`src/verilog/cbr_map.svh`:
```
// constants for the conditional branch decode and execute block
`ifndef CBR_MAP_SVH
`define CBR_MAP_SVH

// ==========================================
// opcode fields
`define CBR_OP_HI_MSB 15
`define CBR_OP_HI_LSB 8
`define CBR_OFS_MSB 7
`define CBR_OFS_LSB 0
`define CBR_OP_OVF_CLEAR 8'hE5
`define CBR_OP_ZERO_CLEAR 8'hE1

// ==========================================
// flag level that lets the branch go
`define CBR_FLAG_CLEAR 1'b0

// ==========================================
// q phase codes inside one instruction cycle
`define CBR_Q1 2'h0
`define CBR_Q2 2'h1
`define CBR_Q3 2'h2
`define CBR_Q4 2'h3

// ==========================================
// reset values
`define CBR_PHASE_RST 2'h0
`define CBR_WORD_RST 16'h0000

`endif

```
`src/verilog/cbr_pkg.sv`:
```
// types shared by the conditional branch block
package cbr_pkg;

  // ==========================================
  // sequencing of one branch instruction
  typedef enum logic [1:0] {
    cbr_idle,
    cbr_exec,
    cbr_nop
  } cbr_state_t;

  // ==========================================
  // which of the two branches was decoded
  typedef enum logic [1:0] {
    cbr_kind_none,
    cbr_kind_ovf,
    cbr_kind_zero
  } cbr_kind_t;

  // ==========================================
  // state of the q phase sequencer
  typedef struct packed {
    logic [1:0] phase;
  } cbr_phase_regs_t;

endpackage

```
`src/verilog/cbr_qphase.sv`:
```
// free-running q phase sequencer, one phase per core clock
`timescale 1ns/10ps
`include "cbr_map.svh"
module cbr_qphase (
  // clock and reset
  input wire logic core_clk,
  input wire logic rst,
  // current phase, Q1 to Q4
  output logic [1:0] phase
);

  cbr_pkg::cbr_phase_regs_t r;
  cbr_pkg::cbr_phase_regs_t next_r;

  always_comb begin
    next_r = r;
    next_r.phase = r.phase + 2'h1;
  end

  always_ff @(posedge core_clk or posedge rst) begin
    if (rst) begin
      r.phase <= `CBR_PHASE_RST;
    end else begin
      r <= next_r;
    end
  end

  assign phase = r.phase;

endmodule

```
`src/verilog/cbr_target_calc.sv`:
```
// branch target adder: advanced counter plus doubled signed offset
`timescale 1ns/10ps
`include "cbr_map.svh"
module cbr_target_calc #(
  parameter int PC_W = 16
) (
  // operands
  input wire logic [PC_W-1:0] pc_base,
  input wire logic [7:0] offset,
  // result
  output logic [PC_W-1:0] target
);

  logic [PC_W-1:0] disp;

  // sign-extend and shift left once so the step counts program words
  assign disp = {{(PC_W-9){offset[`CBR_OFS_MSB]}}, offset, 1'b0}; // RULE5
  assign target = pc_base + disp; // RULE6

endmodule

```
`src/verilog/cbr_core.sv`:
```
// decode and execute of branch-if-overflow-clear and branch-if-zero-clear
// How it works
// RULE1: upper byte E5h decodes branch_if_overflow_clear, low byte is signed offset.
// RULE2: upper byte E1h decodes branch_if_zero_clear, low byte is signed offset.
// RULE3: overflow variant branches only when overflow flag is zero.
// RULE4: zero variant branches only when zero flag is zero.
// RULE5: offset is two's complement, sign-extended and doubled to count words.
// RULE6: taken target is advanced counter plus twice the offset.
// RULE7: one instruction cycle when not taken, two when taken; one word each.
// RULE8: taken first cycle: decode Q1, literal Q2, process Q3, counter write Q4.
// RULE9: taken second cycle is all no-operation, prefetched word discarded.
// RULE10: not taken: decode, literal, process, then no operation in Q4.
// RULE11: status flags never change by these instructions.
// RULE12: condition uses flags as left by previous instruction, sampled before Q4.
`timescale 1ns/10ps
`include "cbr_map.svh"
module cbr_core #(
  parameter int PC_W = 16
) (
  // clock and reset
  input wire logic core_clk,
  input wire logic rst,
  // fetch side
  input wire logic instr_valid,
  input wire logic [15:0] instr_word,
  input wire logic [PC_W-1:0] pc_next,
  // status flags
  input wire logic flag_ovf,
  input wire logic flag_zero,
  // program counter side
  output logic pc_load,
  output logic [PC_W-1:0] pc_target,
  output logic flush_fetch,
  // status and sequencing
  output logic flag_write_en,
  output logic instr_done,
  output logic branch_taken,
  output logic busy,
  output logic [1:0] q_phase
);

  // ==========================================
  // state
  typedef struct packed {
    cbr_pkg::cbr_state_t st;
    cbr_pkg::cbr_kind_t kind;
    logic [15:0] ir;
    logic [PC_W-1:0] base;
    logic take;
    logic [PC_W-1:0] target;
    logic pc_load;
    logic done;
  } cbr_core_regs_t;

  cbr_core_regs_t r;
  cbr_core_regs_t next_r;
  logic [1:0] phase;
  logic [PC_W-1:0] calc_target;
  logic cond_ok;

  // ==========================================
  // decode helper, used by the sequencer and the checks
  function automatic cbr_pkg::cbr_kind_t decode_kind(input logic [15:0] w);
    logic [7:0] hi;
    hi = w[`CBR_OP_HI_MSB:`CBR_OP_HI_LSB];
    if (hi == `CBR_OP_OVF_CLEAR) begin
      decode_kind = cbr_pkg::cbr_kind_ovf; // RULE1
    end else if (hi == `CBR_OP_ZERO_CLEAR) begin
      decode_kind = cbr_pkg::cbr_kind_zero; // RULE2
    end else begin
      decode_kind = cbr_pkg::cbr_kind_none;
    end
  endfunction

  // ==========================================
  // submodules
  cbr_qphase u_qphase (
    .core_clk(core_clk),
    .rst(rst),
    .phase(phase)
  );

  cbr_target_calc #(
    .PC_W(PC_W)
  ) u_target (
    .pc_base(r.base),
    .offset(r.ir[`CBR_OFS_MSB:`CBR_OFS_LSB]),
    .target(calc_target)
  );

  // ==========================================
  // branch condition on the live flags; read in Q3 only, so the value
  // seen is what the previous instruction left behind
  always_comb begin
    cond_ok = 1'b0;
    unique case (r.kind)
      cbr_pkg::cbr_kind_ovf: cond_ok = (flag_ovf == `CBR_FLAG_CLEAR); // RULE3
      cbr_pkg::cbr_kind_zero: cond_ok = (flag_zero == `CBR_FLAG_CLEAR); // RULE4
      cbr_pkg::cbr_kind_none: cond_ok = 1'b0;
    endcase
  end

  // ==========================================
  // sequencer
  always_comb begin
    next_r = r;
    next_r.pc_load = 1'b0;
    next_r.done = 1'b0;
    unique case (r.st)
      cbr_pkg::cbr_idle: begin
        // only a word presented at Q1 starts an instruction cycle
        if (phase == `CBR_Q1 && instr_valid &&
            decode_kind(instr_word) != cbr_pkg::cbr_kind_none) begin
          next_r.st = cbr_pkg::cbr_exec; // RULE8
          next_r.kind = decode_kind(instr_word);
          next_r.ir = instr_word;
          next_r.base = pc_next; // RULE6
          next_r.take = 1'b0;
        end
      end
      cbr_pkg::cbr_exec: begin
        if (phase == `CBR_Q3) begin
          // flags are sampled here, one phase ahead of the write
          next_r.take = cond_ok; // RULE12
          // an untaken branch keeps the last target standing on the bus
          if (cond_ok) begin
            next_r.target = calc_target; // RULE5
          end
          next_r.pc_load = cond_ok; // RULE8
          next_r.done = !cond_ok; // RULE10
        end else if (phase == `CBR_Q4) begin
          if (r.take) begin
            next_r.st = cbr_pkg::cbr_nop; // RULE7
          end else begin
            next_r.st = cbr_pkg::cbr_idle; // RULE7
          end
        end
      end
      cbr_pkg::cbr_nop: begin
        // a whole dead cycle: the prefetched word is thrown away
        if (phase == `CBR_Q3) begin
          next_r.done = 1'b1; // RULE9
        end else if (phase == `CBR_Q4) begin
          next_r.st = cbr_pkg::cbr_idle; // RULE9
        end
      end
      default: begin
        next_r.st = cbr_pkg::cbr_idle;
      end
    endcase
  end

  always_ff @(posedge core_clk or posedge rst) begin
    if (rst) begin
      r.st <= cbr_pkg::cbr_idle;
      r.kind <= cbr_pkg::cbr_kind_none;
      r.ir <= `CBR_WORD_RST;
      r.base <= '0;
      r.take <= 1'b0;
      r.target <= '0;
      r.pc_load <= 1'b0;
      r.done <= 1'b0;
    end else begin
      r <= next_r;
    end
  end

  // ==========================================
  // outputs
  assign pc_load = r.pc_load;
  assign pc_target = r.target;
  assign flush_fetch = (r.st == cbr_pkg::cbr_nop); // RULE9
  // branches only read the flags, never write them
  assign flag_write_en = 1'b0; // RULE11
  assign instr_done = r.done;
  assign branch_taken = r.take;
  assign busy = (r.st != cbr_pkg::cbr_idle);
  assign q_phase = phase;

  // ==========================================
  // checks
  logic start;
  logic [PC_W-1:0] ref_target;
  assign start = (r.st == cbr_pkg::cbr_idle) && (phase == `CBR_Q1) && instr_valid &&
                 (decode_kind(instr_word) != cbr_pkg::cbr_kind_none);
  assign ref_target = r.base +
                      {{(PC_W-9){r.ir[`CBR_OFS_MSB]}}, r.ir[`CBR_OFS_MSB:`CBR_OFS_LSB], 1'b0};

  a_decode_ovf: assert property (@(posedge core_clk) disable iff (rst) // RULE1
    (start && instr_word[`CBR_OP_HI_MSB:`CBR_OP_HI_LSB] == `CBR_OP_OVF_CLEAR)
    |=> (r.st == cbr_pkg::cbr_exec && r.kind == cbr_pkg::cbr_kind_ovf))
    else $error("overflow-clear branch not decoded");

  a_decode_zero: assert property (@(posedge core_clk) disable iff (rst) // RULE2
    (start && instr_word[`CBR_OP_HI_MSB:`CBR_OP_HI_LSB] == `CBR_OP_ZERO_CLEAR)
    |=> (r.st == cbr_pkg::cbr_exec && r.kind == cbr_pkg::cbr_kind_zero))
    else $error("zero-clear branch not decoded");

  a_ovf_cond: assert property (@(posedge core_clk) disable iff (rst) // RULE3
    (r.st == cbr_pkg::cbr_exec && phase == `CBR_Q3 && r.kind == cbr_pkg::cbr_kind_ovf)
    |=> (pc_load == !$past(flag_ovf)))
    else $error("overflow condition wrong");

  a_zero_cond: assert property (@(posedge core_clk) disable iff (rst) // RULE4
    (r.st == cbr_pkg::cbr_exec && phase == `CBR_Q3 && r.kind == cbr_pkg::cbr_kind_zero)
    |=> (pc_load == !$past(flag_zero)))
    else $error("zero condition wrong");

  a_target_value: assert property (@(posedge core_clk) disable iff (rst) // RULE6
    pc_load |-> (pc_target == ref_target))
    else $error("branch target wrong");

  a_cycle_count: assert property (@(posedge core_clk) disable iff (rst) // RULE7
    start |-> ##3 ((instr_done && !pc_load) or (pc_load ##4 instr_done)))
    else $error("instruction length wrong");

  a_load_phase: assert property (@(posedge core_clk) disable iff (rst) // RULE8
    pc_load |-> (phase == `CBR_Q4 && !instr_done))
    else $error("counter written outside Q4");

  a_nop_cycle: assert property (@(posedge core_clk) disable iff (rst) // RULE9
    pc_load |=> (flush_fetch && !pc_load)[*4] ##1 !flush_fetch)
    else $error("dead cycle wrong after taken branch");

  a_no_jump_q4: assert property (@(posedge core_clk) disable iff (rst) // RULE10
    (instr_done && !flush_fetch) |-> (!pc_load && phase == `CBR_Q4 && $stable(pc_target)))
    else $error("counter touched on untaken branch");

  // ==========================================
  // sequencing and hold checks

  a_start_base: assert property (@(posedge core_clk) disable iff (rst) // RULE6
    start |=> (r.base == $past(pc_next)))
    else $error("advanced counter not captured at start");

  a_target_hold: assert property (@(posedge core_clk) disable iff (rst) // RULE10
    !pc_load |-> $stable(pc_target))
    else $error("target moved without a counter write");

  a_taken_flag: assert property (@(posedge core_clk) disable iff (rst) // RULE8
    pc_load |-> branch_taken)
    else $error("counter written without a taken decision");

  a_done_pulse: assert property (@(posedge core_clk) disable iff (rst) // RULE7
    instr_done |=> (!instr_done && !busy))
    else $error("instruction end not a single pulse");

  a_done_q4: assert property (@(posedge core_clk) disable iff (rst) // RULE7
    instr_done |-> (q_phase == `CBR_Q4))
    else $error("instruction ended outside Q4");

  a_load_busy: assert property (@(posedge core_clk) disable iff (rst) // RULE8
    pc_load |-> busy)
    else $error("counter written while idle");

  a_busy_from_q2: assert property (@(posedge core_clk) disable iff (rst) // RULE8
    $rose(busy) |-> (q_phase == `CBR_Q2))
    else $error("instruction started off the Q1 boundary");

  a_phase_wrap: assert property (@(posedge core_clk) disable iff (rst) // RULE8
    (q_phase == `CBR_Q4) |=> (q_phase == `CBR_Q1))
    else $error("phase did not wrap after Q4");

  a_ignore_other: assert property (@(posedge core_clk) disable iff (rst) // RULE2
    (r.st == cbr_pkg::cbr_idle && !start) |=> !busy)
    else $error("foreign word started an instruction");

  a_dead_ir_kept: assert property (@(posedge core_clk) disable iff (rst) // RULE9
    flush_fetch |=> $stable(r.ir))
    else $error("prefetched word taken in the dead cycle");

  a_flush_taken: assert property (@(posedge core_clk) disable iff (rst) // RULE9
    flush_fetch |-> branch_taken)
    else $error("dead cycle without a taken branch");

  a_decision_kept: assert property (@(posedge core_clk) disable iff (rst) // RULE12
    (q_phase == `CBR_Q4) |=> $stable(branch_taken))
    else $error("branch decision moved after sampling");

  c_taken_ovf: cover property (@(posedge core_clk) disable iff (rst)
    pc_load && r.kind == cbr_pkg::cbr_kind_ovf);
  c_taken_zero: cover property (@(posedge core_clk) disable iff (rst)
    pc_load && r.kind == cbr_pkg::cbr_kind_zero);
  c_not_taken: cover property (@(posedge core_clk) disable iff (rst)
    instr_done && !flush_fetch);
  c_back_to_back: cover property (@(posedge core_clk) disable iff (rst)
    instr_done ##1 start);
  c_dead_offer: cover property (@(posedge core_clk) disable iff (rst)
    flush_fetch && instr_valid);

endmodule

```
`config.mk`:
```
export PLATFORM = sky130hd
export DESIGN_NAME = cbr_core
export DESIGN_NICKNAME = d
export VERILOG_FILES = /design/src/verilog/cbr_pkg.sv /design/src/verilog/cbr_qphase.sv /design/src/verilog/cbr_target_calc.sv /design/src/verilog/cbr_core.sv
export VERILOG_INCLUDE_DIRS = /design/src /design/src/verilog
export SDC_FILE = /design/constraint.sdc
export NUM_CORES = 1
export LEC_CHECK = 0
export BUFFER_PORTS_ARGS = -buffer_cell sky130_fd_sc_hd__buf_2
export CORE_ASPECT_RATIO = 1.5
export CORE_MARGIN = 1.5
export CORE_UTILIZATION = 39
export DETAILED_ROUTE_END_ITERATION = 7
export GPL_TIMING_DRIVEN = 0
export HOLD_SLACK_MARGIN = 0.02
export PLACE_DENSITY = 0.68
export SETUP_SLACK_MARGIN = 0.05
export SYNTH_ARGS = -nofsm -noshare
export SYNTH_HDL_FRONTEND = slang
export SYNTH_HIERARCHICAL = 1
export SYNTH_SLANG_ARGS = --single-unit
export TNS_END_PERCENT = 10
```
`constraint.sdc`:
```
create_clock -name core_clk -period 3.2 [get_ports core_clk]
set_clock_uncertainty 0.15 [all_clocks]
set_input_delay 0.48 -clock core_clk [delete_from_list [all_inputs] [get_ports core_clk]]
set_output_delay 0.48 -clock core_clk [all_outputs]
set_load 0.02 [all_outputs]
```
==> impl_metrics.py <==
metrics = {
    "placement": {
        "portBuffers": 59,
        "globalplace.congestion": 0.824,
        "pre_cts_ws_ns": 0.597,
        "dpl.hpwl_um": 4350,
    },
    "job": {
        "maxCapViolations": 0,
    },
    "worst_setup_path": {
        "arrival_ns": 2.63,
        "endpoint_kind": "register",
        "cp_max_fo": 9,
        "cp_data_required_time_ns": 3.24,
        "max_stage_delay_ns": 0.53,
        "worstSetupPathType": "reg -> reg",
        "worstSetupStartpointType": "register",
        "crit_slowest_cell": "dfrtp_1",
        "crit_buf_inv": 0,
        "crit_family": "compound AO/OA/AOI/OAI gates",
        "path_cells": "ha_1 -> a21oi_1 -> nand2_1 -> o32ai_1 -> o31ai_1 -> xnor2_1 -> mux2_1",
    },
    "global_route": {
        "grt.total_usage": 0.156,
        "first_global_vias": 2084,
        "grt_max_degree": 32,
        "overflow": 0,
        "grt_pass1_wl_um": 9470,
        "antenna_found_initial": 0,
    },
    "synth": {
        "async_flop_share": 1.00,
        "synth_seq_cells": 49,
        "synth_nets": 292,
        "ys_warn_count": 6,
        "synthTopCellsByArea": "dfrtp_1 42%, mux2_4 9.8%, mux2_1 8.5%",
        "synth_cell_type_count": 51,
        "synth_common_cells": "49 x dfrtp_1, 22 x mux2_1, 19 x buf_4, 19 x mux2_4, 17 x ha_1",
        "ys.flop_type": "dfrtp_1",
        "synth_most_common_cell": "dfrtp_1",
        "synth_edf_count": 0,
        "syn_inst": 237,
        "ys_seq_area_frac": 0.422,
        "synth_top_cell_area_share": 0.422,
        "avgSynthCellArea_um2": 12.3,
        "yosysTopAreaCell": "dfrtp_1",
        "syn_area_um2": 2910,
    },
    "power": {
        "pwr-share-seq": 0.596,
        "power_density_nw_per_um2": 309,
        "ir_worst_vdd_mv": 0.214,
        "p_int_uw": 813,
        "combPwrFrac": 0.080,
        "p_sw_uw": 246,
        "leakage_uw": 0.00199,
        "p_total_uw": 1060,
        "swShare": 0.233,
        "clockPowerShare": 0.324,
    },
    "sta": {
        "rsz0062_at_grt": "no",
        "slew_viol_final": 0,
        "final-setup-viol-count": 0,
        "setup_ws_ns": 0.610,
        "hold_violations": 0,
        "whs_ns": 0.240,
        "post-route-min-period_ns": 2.59,
        "fmax_mhz": 386,
        "tns_ns": 0,
        "fin_crit_sh": 0.809,
    },
    "route": {
        "ant_nets": 0,
        "routed_wl_um": 5610,
        "drcViolationCount": 0,
        "via_per_inst": 4.96,
        "dr.pass1.iters": 6,
        "num_vias": 2005,
        "wl_per_cell_um": 13.9,
        "drt-initial-drc-count": 101,
    },
    "floorplan": {
        "core_um2": 7230,
        "die_w_um": 73.5,
        "rows": 38,
        "die_area_um2": 7990,
        "die_h_um": 109,
        "start_util": 0.402,
        "boundaryPins": 61,
    },
    "cts": {
        "worstSkewPairLatency_ns": 0.30,
        "cts.sinks": 49,
        "cts_resized": 0,
        "path_clk_slew_ns": 0.09,
        "htreeDepth": 2,
        "cts_root_buffer": "clkbuf_8",
        "cts_tree": "built",
        "cts-buffers-inserted": 5,
        "post_cts.repair.setup_buffers": 0,
        "postCtsHoldBufs": 1,
        "cts_buffer_depth": 2,
    },
    "final_layout": {
        "fillers": 716,
        "fin_nets": 360,
        "syn2layout_area_growth_pct": 18.0,
        "post-route-util": 0.475,
        "antenna_cells": 0,
        "drive_gt1_frac": 0.391,
    },
    "hold_path": {
        "hp-class": "in -> reg",
    },
    "status": {
        "status": "finished clean",
    },
}
-- per-stage QoR --
stage,area [um^2],instances
6_report,3430,404
3_5_place_dp,3350,397
5_1_grt,3430,404
3_3_place_gp,3330,396
2_1_floorplan,2910,237
4_1_cts,3430,404
-- registers in the layout (all words and copies together) (netlist names) --
| name | flops |
|---|---|
| branch_taken | 1 |
| u_qphase/phase | 2 |
| pc_target | 16 |
| pc_load | 1 |
| r | 28 |
| instr_done | 1 |
-- power groups by stage --
stage | sequential [uW] | clock [uW] | combinational [uW]
2_1_floorplan | 642 | 0 | 48.3
3_3_place_gp | 644 | 0 | 79.8
3_5_place_dp | 644 | 0 | 84.4
4_1_cts | 632 | 358 | 86.1
5_1_grt | 633 | 389 | 95.5
6_report | 632 | 344 | 84.5
-- logic make-up after synthesis --
group	synth area share
AO/OA/AOI/OAI	0.104
XOR/XNOR	0.0361
adder cells (fa/ha/maj)	0.0800
buffers and inverters	0.0697
flip-flops	0.422
multiplexers	0.187
other	0.00129
AND/OR/NAND/NOR	0.100
-- layout by cell type, fill, tap and decap left out, drive strengths merged, types with 3 or more instances in the layout --
master,instances
buf,81
dfrtp,49
mux2,41
ha,17
nor2,10
inv,10
nand2,9
a21oi,9
xnor2,8
clkbuf,5
o21ai,5
xor2,4
a21o,4
and3,4
o41ai,3
nand4,3
nor3b,3
-- cell type report --
class | count | area (um^2) | share of cell area
multi-input cells | 157 | 1480 | 0.431
inverters | 10 | 37.5 | 0.0109
well taps | 100 | 125 | 0.0365
clock buffers | 5 | 68.8 | 0.0201
repair buffers | 61 | 325 | 0.0948
plain buffers | 21 | 165 | 0.0481
clock inverters | 1 | 5.00 | 0.00146
flip-flops and latches | 49 | 1230 | 0.357
-- metal layers --
metal / wire length [um] / GRT usage
met1: 2270 / 0.172
met2: 2970 / 0.279
met3: 233 / 0.0351
met4: 129 / 0.0701
met5: 0 / 0
-- final timing paths --
| path | from | endpoint | slack [ns] | depth (start not counted) |
|---|---|---|---|---|
| max in group asynchronous | rst | r[21]$_DFFE_PP0P_ | 1.85 | 4 |
| min | pc_next[2] | r[21]$_DFFE_PP0P_ | 0.24 | 2 |
| min in group asynchronous | rst | u_qphase/phase[1]$_DFF_PP0_ | 0.44 | 3 |
| max reg2reg | r[42]$_DFFE_PP0P_ | pc_target[15]$_DFFE_PP0P_ | 0.61 | 7 |
| min reg2reg | pc_target[0]$_DFFE_PP0P_ | pc_target[0]$_DFFE_PP0P_ | 0.35 | 1 |
| max | r[42]$_DFFE_PP0P_ | pc_target[15]$_DFFE_PP0P_ | 0.61 | 7 |
(Power assumes the default switching activity.)
